===== src/design/sssp_params.svh =====
/*
 * constants of the spi slave shift port: widths, counts, reset values.
 * assumes inclusion by bare name from the package and the design files.
 */
`ifndef SSSP_PARAMS_SVH
`define SSSP_PARAMS_SVH

`define SSSP_BYTE_W      8
`define SSSP_CNT_W       3
`define SSSP_LAST_BIT    3'h7
`define SSSP_CNT_RST     3'h0
`define SSSP_BYTE_RST    8'h00
`define SSSP_SYNC_W      3
`define SSSP_RST_STAGES  2

`endif


===== src/design/sssp_pkg.sv =====
/*
 * types of the spi slave shift port: configuration and flag carriers,
 * byte type and controller states.
 * assumes sssp_params.svh on the include path.
 */
`include "sssp_params.svh"

package sssp_pkg;

   typedef logic [`SSSP_BYTE_W-1:0] sssp_byte_t;
   typedef logic [`SSSP_CNT_W-1:0]  sssp_cnt_t;

   // static setup, changed by software only while the port is off
   typedef struct packed {
      logic port_enable_bit;
      logic ss_control_enable;
      logic clock_idle_polarity;
      logic clock_edge_select;
      logic buffer_overwrite_enable;
   } sssp_cfg_s;

   typedef struct packed {
      logic transfer_done_flag;
      logic buffer_full;
      logic overflow;
      logic write_collision;
   } sssp_flags_s;

   typedef enum logic [1:0] {
      SSSP_OFF,
      SSSP_IDLE,
      SSSP_XFER
   } sssp_state_e;

endpackage


===== src/design/sssp_sync.sv =====
/*
 * two-flop synchroniser, one chain per bit.
 * assumes inputs asynchronous to clock; outputs only from the second flop.
 */
`timescale 1ns/1ps
`default_nettype none

module sssp_sync #(
   parameter int W = 1
) (
   input  wire logic          clock,
   input  wire logic          rst_n,
   input  wire logic [W-1:0]  async_in,
   input  wire logic [W-1:0]  rst_val,
   output logic      [W-1:0]  sync_out
);

   logic [W-1:0] meta_r;

   genvar i;
   generate
      for (i = 0; i < W; i++)
      begin : g_bit
         // reset value is always 0; the rst_val tie-off at the instance is unused
         always_ff @(posedge clock or negedge rst_n)
         begin
            if (!rst_n)
            begin
               meta_r[i]   <= 1'b0;
               sync_out[i] <= 1'b0;
            end
            else
            begin
               meta_r[i]   <= async_in[i];
               sync_out[i] <= meta_r[i];
            end
         end
      end
   endgenerate

   logic unused_rst_val;
   assign unused_rst_val = ^rst_val;

endmodule

`default_nettype wire


===== src/design/sssp_top.sv =====
/*
 * spi slave shift port: byte shifter stepped by the master's serial clock edges,
 * receive buffer, transmit load, completion flag, interrupt and wake request.
 * assumes the serial pins are asynchronous to clock and that the master's
 * clock high and low phases each last at least three clock periods.
 */
`timescale 1ns/1ps
`default_nettype none

`include "sssp_params.svh"

// How it works
// - bits move only on serial clock edges from the master; no clock generated.
// - completion flag sets when the eighth bit of a byte is latched.
// - software can read the present serial clock pin level.
// - shifting continues during core sleep, driven only by serial clock edges.
// - completed byte in sleep raises interrupt if enabled, and that interrupt wakes the core.
// - with select control on and select low, shift and drive data out.
// - with select control on, select high releases the data output two clocks later, even mid byte.
// - select high with select control on, or port disabled, forces the bit counter to zero.
// - with overwrite enabled, a new byte replaces an unread buffer byte.
module sssp_top (
   input  wire logic               clock,
   input  wire logic               rst_n,
   input  wire sssp_pkg::sssp_cfg_s cfg,
   input  wire logic               sclk_pin,
   input  wire logic               ss_n_pin,
   input  wire logic               sdi_pin,
   output logic                    sdo_o,
   output logic                    sdo_oe,
   input  wire logic               tx_wr_valid,
   input  wire sssp_pkg::sssp_byte_t tx_wr_data,
   output logic                    tx_wr_ready,
   input  wire logic               rx_rd,
   output sssp_pkg::sssp_byte_t    shift_buffer,
   input  wire logic               flag_clear,
   input  wire logic               err_clear,
   output sssp_pkg::sssp_flags_s   flags,
   output logic                    sclk_level,
   input  wire logic               int_enable,
   input  wire logic               core_sleep,
   output logic                    irq,
   output logic                    wake
);
   import sssp_pkg::*;

   // ************************************
   // reset release
   // ************************************
   logic [`SSSP_RST_STAGES-1:0] rst_pipe_r;
   logic                        rst_int_n;

   always_ff @(posedge clock or negedge rst_n)
   begin
      if (!rst_n)
         rst_pipe_r <= '0;
      else
         rst_pipe_r <= {rst_pipe_r[`SSSP_RST_STAGES-2:0], 1'b1};
   end

   assign rst_int_n = rst_pipe_r[`SSSP_RST_STAGES-1];

   // synchronisers reset to 0 whatever the pin idles at, so edges are ignored
   // until the sync chain and the edge delay both hold real pin levels
   logic [`SSSP_RST_STAGES-1:0] fill_r;

   always_ff @(posedge clock or negedge rst_int_n)
   begin
      if (!rst_int_n)
         fill_r <= '0;
      else
         fill_r <= {fill_r[`SSSP_RST_STAGES-2:0], 1'b1};
   end

   // ************************************
   // pin synchronisers and edge detect
   // ************************************
   logic [`SSSP_SYNC_W-1:0] pins_s;
   logic                    sclk_s;
   logic                    ss_n_s;
   logic                    sdi_s;
   logic                    sclk_d_r;
   logic                    sclk_d_nxt;

   sssp_sync #(
      .W (`SSSP_SYNC_W)
   ) u_sync (
      .clock    (clock),
      .rst_n    (rst_int_n),
      .async_in ({sclk_pin, ss_n_pin, sdi_pin}),
      .rst_val  ({`SSSP_SYNC_W{1'b0}}),
      .sync_out (pins_s)
   );

   assign sclk_s = pins_s[2];
   assign ss_n_s = pins_s[1];
   assign sdi_s  = pins_s[0];

   assign sclk_d_nxt = sclk_s;

   always_ff @(posedge clock or negedge rst_int_n)
   begin
      if (!rst_int_n)
         sclk_d_r <= 1'b0;
      else
         sclk_d_r <= sclk_d_nxt;
   end

   logic sclk_change;
   logic lead_edge;
   logic trail_edge;
   logic sample_edge;
   logic shift_edge;
   logic selected;

   // leading edge leaves the idle level, trailing edge returns to it
   assign sclk_change = sclk_s ^ sclk_d_r;
   assign lead_edge   = sclk_change & (sclk_d_r == cfg.clock_idle_polarity);
   assign trail_edge  = sclk_change & (sclk_s == cfg.clock_idle_polarity);
   // edge select high: out-data changes on trailing, input sampled on leading
   assign sample_edge = cfg.clock_edge_select ? lead_edge : trail_edge;
   assign shift_edge  = cfg.clock_edge_select ? trail_edge : lead_edge;

   // select is ignored when select control is off
   assign selected = cfg.port_enable_bit & (~cfg.ss_control_enable | ~ss_n_s);

   // ************************************
   // shifter, buffer and flags
   // ************************************
   sssp_state_e st_r;
   sssp_state_e st_nxt;
   sssp_cnt_t   cnt_r;
   sssp_cnt_t   cnt_nxt;
   sssp_byte_t  rx_sr_r;
   sssp_byte_t  rx_sr_nxt;
   sssp_byte_t  tx_sr_r;
   sssp_byte_t  tx_sr_nxt;
   sssp_byte_t  buf_r;
   sssp_byte_t  buf_nxt;
   logic        done_r;
   logic        done_nxt;
   logic        full_r;
   logic        full_nxt;
   logic        ovf_r;
   logic        ovf_nxt;
   logic        col_r;
   logic        col_nxt;
   logic        sclk_lvl_r;
   logic        sclk_lvl_nxt;

   // a load mid byte would corrupt the bit on the wire, so it is refused
   assign tx_wr_ready = (st_r != SSSP_XFER);

   always_comb
   begin
      sssp_byte_t rx_byte;
      rx_byte      = {rx_sr_r[`SSSP_BYTE_W-2:0], sdi_s};
      st_nxt       = st_r;
      cnt_nxt      = cnt_r;
      rx_sr_nxt    = rx_sr_r;
      tx_sr_nxt    = tx_sr_r;
      buf_nxt      = buf_r;
      done_nxt     = done_r;
      full_nxt     = full_r;
      ovf_nxt      = ovf_r;
      col_nxt      = col_r;
      sclk_lvl_nxt = sclk_s;

      // clears first, so a same-cycle set below wins
      if (rx_rd)
         full_nxt = 1'b0;
      if (flag_clear)
         done_nxt = 1'b0;
      if (err_clear)
      begin
         ovf_nxt = 1'b0;
         col_nxt = 1'b0;
      end

      if (tx_wr_valid)
      begin
         if (tx_wr_ready)
            tx_sr_nxt = tx_wr_data;
         else
            col_nxt = 1'b1;
      end

      case (st_r)
         SSSP_OFF:
         begin
            cnt_nxt = `SSSP_CNT_RST;
            if (cfg.port_enable_bit && fill_r[`SSSP_RST_STAGES-1])
               st_nxt = SSSP_IDLE;
         end
         SSSP_IDLE, SSSP_XFER:
         begin
            if (!cfg.port_enable_bit)
            begin
               st_nxt  = SSSP_OFF;
               cnt_nxt = `SSSP_CNT_RST;
            end
            else if (!selected)
            begin
               // partial byte is dropped; master realigns on next select
               st_nxt  = SSSP_IDLE;
               cnt_nxt = `SSSP_CNT_RST;
            end
            else
            begin
               // no dependence on core_sleep: shifting never stops for it
               if (shift_edge && (cnt_r != `SSSP_CNT_RST))
                  tx_sr_nxt = {tx_sr_r[`SSSP_BYTE_W-2:0], 1'b0};
               if (sample_edge)
               begin
                  rx_sr_nxt = rx_byte;
                  cnt_nxt   = cnt_r + 3'h1;
                  st_nxt    = SSSP_XFER;
                  if (cnt_r == `SSSP_LAST_BIT)
                  begin
                     st_nxt   = SSSP_IDLE;
                     done_nxt = 1'b1;
                     if (!full_nxt || cfg.buffer_overwrite_enable)
                     begin
                        buf_nxt  = rx_byte;
                        full_nxt = 1'b1;
                     end
                     else
                        ovf_nxt = 1'b1;
                  end
               end
            end
         end
         default:
         begin
            st_nxt  = SSSP_OFF;
            cnt_nxt = `SSSP_CNT_RST;
         end
      endcase
   end

   always_ff @(posedge clock or negedge rst_int_n)
   begin
      if (!rst_int_n)
      begin
         st_r       <= SSSP_OFF;
         cnt_r      <= `SSSP_CNT_RST;
         rx_sr_r    <= `SSSP_BYTE_RST;
         tx_sr_r    <= `SSSP_BYTE_RST;
         buf_r      <= `SSSP_BYTE_RST;
         done_r     <= 1'b0;
         full_r     <= 1'b0;
         ovf_r      <= 1'b0;
         col_r      <= 1'b0;
         sclk_lvl_r <= 1'b0;
      end
      else
      begin
         st_r       <= st_nxt;
         cnt_r      <= cnt_nxt;
         rx_sr_r    <= rx_sr_nxt;
         tx_sr_r    <= tx_sr_nxt;
         buf_r      <= buf_nxt;
         done_r     <= done_nxt;
         full_r     <= full_nxt;
         ovf_r      <= ovf_nxt;
         col_r      <= col_nxt;
         sclk_lvl_r <= sclk_lvl_nxt;
      end
   end

   // ************************************
   // outputs
   // ************************************
   assign sdo_o  = tx_sr_r[`SSSP_BYTE_W-1];
   // released two clocks after the select pin rises, from synchronised copy
   assign sdo_oe = selected & (st_r != SSSP_OFF);

   assign shift_buffer             = buf_r;
   assign flags.transfer_done_flag = done_r;
   assign flags.buffer_full        = full_r;
   assign flags.overflow           = ovf_r;
   assign flags.write_collision    = col_r;
   assign sclk_level               = sclk_lvl_r;

   assign irq  = done_r & int_enable;
   assign wake = irq & core_sleep;

endmodule

`default_nettype wire


===== config.mk =====
export PLATFORM = sky130hd
export DESIGN_NAME = sssp_top
export DESIGN_NICKNAME = d
export VERILOG_FILES = /design/src/design/sssp_pkg.sv /design/src/design/sssp_sync.sv /design/src/design/sssp_top.sv
export VERILOG_INCLUDE_DIRS = /design/src /design/src/design
export SDC_FILE = /design/constraint.sdc
export NUM_CORES = 1
export LEC_CHECK = 0
export ABC_AREA = 1
export BUFFER_PORTS_ARGS = -buffer_cell sky130_fd_sc_hd__buf_2
export CAP_MARGIN = 20
export CORE_MARGIN = 3
export CORE_UTILIZATION = 47
export CTS_BUF_LIST = sky130_fd_sc_hd__clkbuf_8
export CTS_CLUSTER_DIAMETER = 200
export DETAILED_ROUTE_END_ITERATION = 7
export PLACE_DENSITY = 0.75
export SYNTH_ARGS = -nofsm -noshare
export SYNTH_HDL_FRONTEND = slang
export SYNTH_HIERARCHICAL = 1
export SYNTH_SLANG_ARGS = --single-unit

===== constraint.sdc =====
create_clock -name clock -period 3.7 [get_ports clock]
set_input_delay 0.185 -clock clock [delete_from_list [all_inputs] [get_ports clock]]
set_output_delay 0.185 -clock clock [all_outputs]
set_load 0.05 [all_outputs]

* Word level (Yosys, flattened, before mapping)
Cells that the tools add are included.
** Operators by class
- Add/sub/neg operators :: 1
- Eq/ne operators :: 8
- Mux-type cells :: 41
- Bitwise gates (word level) :: 10
- Reduce and logical (&&, ||, !) cells :: 11
** Operators by type and width (count)
- two-way mux 8 bit :: 6
- two-way mux 1 bit :: 25
- two-way mux 3 bit :: 4
- two-way mux 2 bit :: 5
- AND 1 bit :: 6
- AND reduction 6 bit :: 1
- inequality test 2 bit (second input constant) :: 2
- inequality test 4 bit (second input constant) :: 1
- one-hot mux 2 bit (2 select lines) :: 1
- AND reduction 4 bit :: 1
- adder 3 x 1 -> 3 bit (second input constant) :: 1
- equality test 3 bit (second input constant) :: 1
- nonzero test 3 bit :: 1
- equality test 1 bit :: 2
- equality test 2 x 1 -> 1 bit (second input constant) :: 1
- equality test 2 bit (second input constant) :: 1
- logical AND 1 bit :: 2
- zero test 2 bit :: 1
- NOT 1 bit :: 2
- AND reduction 2 bit :: 1
- nonzero test 2 bit :: 1
- OR reduction 2 bit :: 1
- zero test 1 bit :: 1
- logical OR 1 bit :: 1
- 2 further kinds :: 2
** Word-level totals
- Bits in registers :: 43
- Input port bits :: 24
- Output and inout bits :: 18
- Word-level logic and storage cells :: 89

* Depth between registers and ports, before layout
- Word-level depth :: 9
- Depth in mapped cells :: 10
- Depth with buffers taken out :: 10

* Hierarchy
Netlist, hierarchy kept.
** Modules (own cells, without submodules)
- sssp_top :: times used 1, cells an instance 202, area each 1871.8 µm², sequential area each 925.9 µm²
- sssp_sync :: times used 1, cells an instance 6, area each 150.1 µm², sequential area each 150.1 µm²

* Worst setup path before layout
Ideal clock, no wire load.
- Path type :: flip-flop to flip-flop
- Start point :: reg st_r[0]
- End point :: reg tx_sr_r[5]
- Library setup time :: 0.117 ns
- Arrival :: 1.650 ns
- Required time :: 3.583 ns
- Path slack :: 1.933 ns
- Cell stages (with the launch flop) :: 8
- Path buffers :: 0
- Clock period less this slack :: 1.767 ns
- Cell sequence :: dfrtp_1 inv_1 ha_1 inv_1 nand2_1 mux2_2 nand2_2 o21ai_2
** Between the ends
- Word-level cells in the longest chain between the ends :: 7
- Elaborated cells between the ends (all ways) :: 10
- Those cells by class :: eq/ne: 3; mux: 6; reduce/logical: 1
** RTL lines
- start, declared :: line sssp_top.sv:130 : sssp_state_e st_r;
- start signal, assigned :: line sssp_top.sv:258 : st_r <= st_nxt;
- inequality test 2 bit (*) :: line sssp_top.sv:152 : assign tx_wr_ready = (st_r != SSSP_XFER);
- via tx_wr_ready :: line sssp_top.sv:33 : output logic tx_wr_ready,
- two-way mux 8 bit (*) :: line sssp_top.sv:182 : if (tx_wr_ready)
- two-way mux 8 bit (*) :: line sssp_top.sv:180 : if (tx_wr_valid)
- two-way mux 8 bit :: line sssp_top.sv:211 : if (shift_edge && (cnt_r != `SSSP_CNT_RST))
- two-way mux 8 bit :: line sssp_top.sv:202 : else if (!selected)
- two-way mux 8 bit :: line sssp_top.sv:197 : if (!cfg.port_enable_bit)
- two-way mux 8 bit (*) :: line sssp_top.sv:188 : case (st_r)
- via tx_sr_nxt[5] :: line sssp_top.sv:137 : sssp_byte_t tx_sr_nxt;
- end signal, assigned :: line sssp_top.sv:248 : tx_sr_r <= `SSSP_BYTE_RST;
- end signal, assigned :: line sssp_top.sv:261 : tx_sr_r <= tx_sr_nxt;
- end, declared :: line sssp_top.sv:136 : sssp_byte_t tx_sr_r;
The timed path passes the listed nets; every way through them passes the cells marked *.
A chain may end at the register's enable or synchronous reset.

* Worst setup path after layout
- Start point :: reg st_r[1]
- End point :: reg rx_sr_r[2]
** Between the ends
- Word-level cells in the longest chain between the ends :: 3
- Elaborated cells between the ends (all ways) :: 4
- Those cells by class :: eq/ne: 2; reduce/logical: 2
** RTL lines
- equality test 2 x 1 -> 1 bit or equality test 2 bit (tied branches) :: line sssp_top.sv:188
- OR reduction 2 bit (*) :: line sssp_top.sv:188
- AND reduction 4 bit (no line) (*)
- end signal, assigned :: line sssp_top.sv:247 : rx_sr_r <= `SSSP_BYTE_RST;
- end signal, assigned :: line sssp_top.sv:260 : rx_sr_r <= rx_sr_nxt;
- end, declared :: line sssp_top.sv:134 : sssp_byte_t rx_sr_r;
Mark *: on every way between the ends. The rest lies on a longest branch, timed or not.

==> flow_metrics.py <==
metrics = {
    "critical_path": {
        "cp_max_fo": 21,
        "cp.arrival_ps": 1920,
        "crit_chain": "inv_1 > ha_1 > nand2_1 > inv_1 > nand2_2 > nor2_4 > inv_2 > nand2_1 > o21ai_0",
        "endpoint_kind": "register",
        "reg2reg_depth": 9,
        "cp-start-kind": "register",
        "slowest_delay_ps": 400,
        "cpMaxStageDelayCell": "dfrtp_1",
        "critical_path_class": "register to register",
        "cp.required_ps": 3880,
    },
    "global_routing": {
        "use_met3_pct": 5.47,
        "grtUsageMet1_pct": 18.9,
        "grt_usage_pct": 14.5,
        "grt_max_degree": 42,
        "grt.met2_usage_pct": 22.3,
        "grt_overflow": 0,
        "grt_first_pass_wirelength_um": 5760,
        "antenna_found_initial": 0,
        "grt_pass1_vias": 1327,
        "top_usage_layer": "met2",
    },
    "clocking": {
        "clock_path_buffers": 2,
        "h-tree-depth": 2,
        "cts-buffers-inserted": 5,
        "path_clk_slew_ps": 80,
        "clock-root-buffer": "clkbuf_8",
        "cts_tree": "done",
        "insertion_delay_ps": 290,
        "ctsResizeCount": 0,
        "cts.sinks": 43,
    },
    "sta": {
        "slew_headroom_pct": 42.5,
        "final_hold_viol_count": 0,
        "drv_slew": 0,
        "tns_ps": 0,
        "period_share_pct": 47.1,
        "setup_viol": 0,
        "grt_setup_unrepaired": "no",
        "skew_ps": 3.66,
        "tightest_slew_ps": 863,
        "fmaxAchievable_mhz": 574,
        "finalCriticalPeriod_ps": 1740,
    },
    "finish": {
        "nNetsFinal": 283,
        "layout_common_cells": "55 x nand2_1, 42 x dfrtp_1, 41 x buf_2",
        "n_antenna_cell": 0,
        "syn2layout_area_growth_pct": 17.0,
        "final_util_pct": 58.2,
        "final_common_cell": "nand2_1",
        "drive_above_1_share_pct": 29.2,
    },
    "routing": {
        "wire_per_inst_um": 11.0,
        "route.antenna.remaining_nets": 0,
        "firstDrtPassIters": 4,
        "dr_total_vias": 1434,
        "via_per_inst": 4.73,
        "drt_wl_total_um": 3350,
        "drt_iter0_drc": 79,
        "drc": 0,
    },
    "die": {
        "die_width_um": 71.5,
        "initial_core_util_pct": 49.7,
        "floorplan.rows": 23,
        "design.core.area_um2": 4060,
        "die_area_um2": 5120,
        "die_h_um": 71.5,
        "pin_count": 42,
    },
    "placed_design": {
        "portBuffers": 41,
        "place_hpwl_um": 2400,
        "globalplace.congestion": 0.805,
    },
    "synthesis": {
        "yosys_warnings": 6,
        "avgSynthCellArea_um2": 9.75,
        "syn_area_um2": 2020,
        "syn_inst": 207,
    },
    "outcome": {
        "outcome": "finished clean",
    },
    "hold_path": {
        "hold_path_depth": 2,
        "min_path_type": "input pin to register",
    },
    "power_and_ir_drop": {
        "vdd_drop_max_mv": 0.394,
        "leakage_nw": 1.31,
        "powerDensity_nw_per_um2": 541,
    },
    "run": {
        "cap_violations": 0,
    },
}
==> per-stage QoR <==
step	setup WS [ps]	power [mW]	instance area, um^2	cells	hold slack [ps]
6_report	1960	1.28	2360	303	72.4
5_1_grt	1780	1.36	2360	303	78.5
4_1_cts	1950	1.30	2360	303	63.3
3_5_place_dp	1970	0.935	2220	291	-28.2
3_3_place_gp	2040	0.922	2220	291	-30.5
2_1_floorplan	1930	0.869	2020	208	-111
==> metal layers <==
layer / vias up / wire (um) / share of wire [%]
met3: 6 / 249 / 7.4
met4: 0 / 51 / 1.5
met1: 654 / 1560 / 47
met5: - / 0 / 0
li1: 739 / - / -
met2: 35 / 1480 / 44
==> flip-flops by register name, indices dropped and copies added (netlist names) <==
name,flops
shift_buffer,8
tx_sr_r,8
rx_sr_r,7
cnt_r,3
u_sync/meta_r,3
u_sync/sync_out,3
fill_r,2
rst_pipe_r,2
st_r,2
col_r,1
done_r,1
full_r,1
ovf_r,1
sclk_level,1
==> worst paths after layout <==
path	startpoint	end	slack, ps
setup / recovery	st_r[1]$_DFFE_PN0P_	rx_sr_r[2]$_DFFE_PN0P_	1960
hold / removal	flag_clear	done_r$_DFF_PN0_	70
setup reg to reg	st_r[1]$_DFFE_PN0P_	rx_sr_r[2]$_DFFE_PN0P_	1960
hold reg to reg	fill_r[0]$_DFF_PN0_	fill_r[1]$_DFF_PN0_	350
max in group asynchronous	rst_pipe_r[1]$_DFF_PN0_	shift_buffer[7]$_DFFE_PN0P_	2770
min in group asynchronous	rst_n	rst_pipe_r[1]$_DFF_PN0_	190
==> area by class of cell <==
type | count | area [um^2]
well taps | 50 | 62.6
flip-flops and latches | 43 | 1080
inverters | 33 | 124
fillers | 335 | 1700
multi-input cells | 124 | 747
repair buffers | 45 | 245
clock buffers | 5 | 68.8
clock inverters | 3 | 37.5
==> critical path, delay by kind of cell, from the launching register on <==
| family | cells | cell delay (ps) |
|---|---|---|
| AO/OA/AOI/OAI | 1 | 70 |
| adder cells (fa/ha/maj) | 1 | 270 |
| buffers and inverters | 3 | 260 |
| flip-flops | 1 | 400 |
| AND/OR/NAND/NOR | 4 | 620 |
==> where the power goes <==
part / leakage [nW] / internal, mW / switching, mW
Combinational: 0.705 / 0.123 / 0.200
Clock: 0.0607 / 0.196 / 0.152
Sequential: 0.546 / 0.550 / 0.0557
==> what timing repair did <==
| item | CTS | global route |
|---|---|---|
| hold buffers | 4 | 0 |
| setup endpoints to repair | 0 | 0 |
| setup buffers | 0 | 0 |
| hold endpoints to repair | 5 | 0 |
Power figures use the tool's default switching activity.
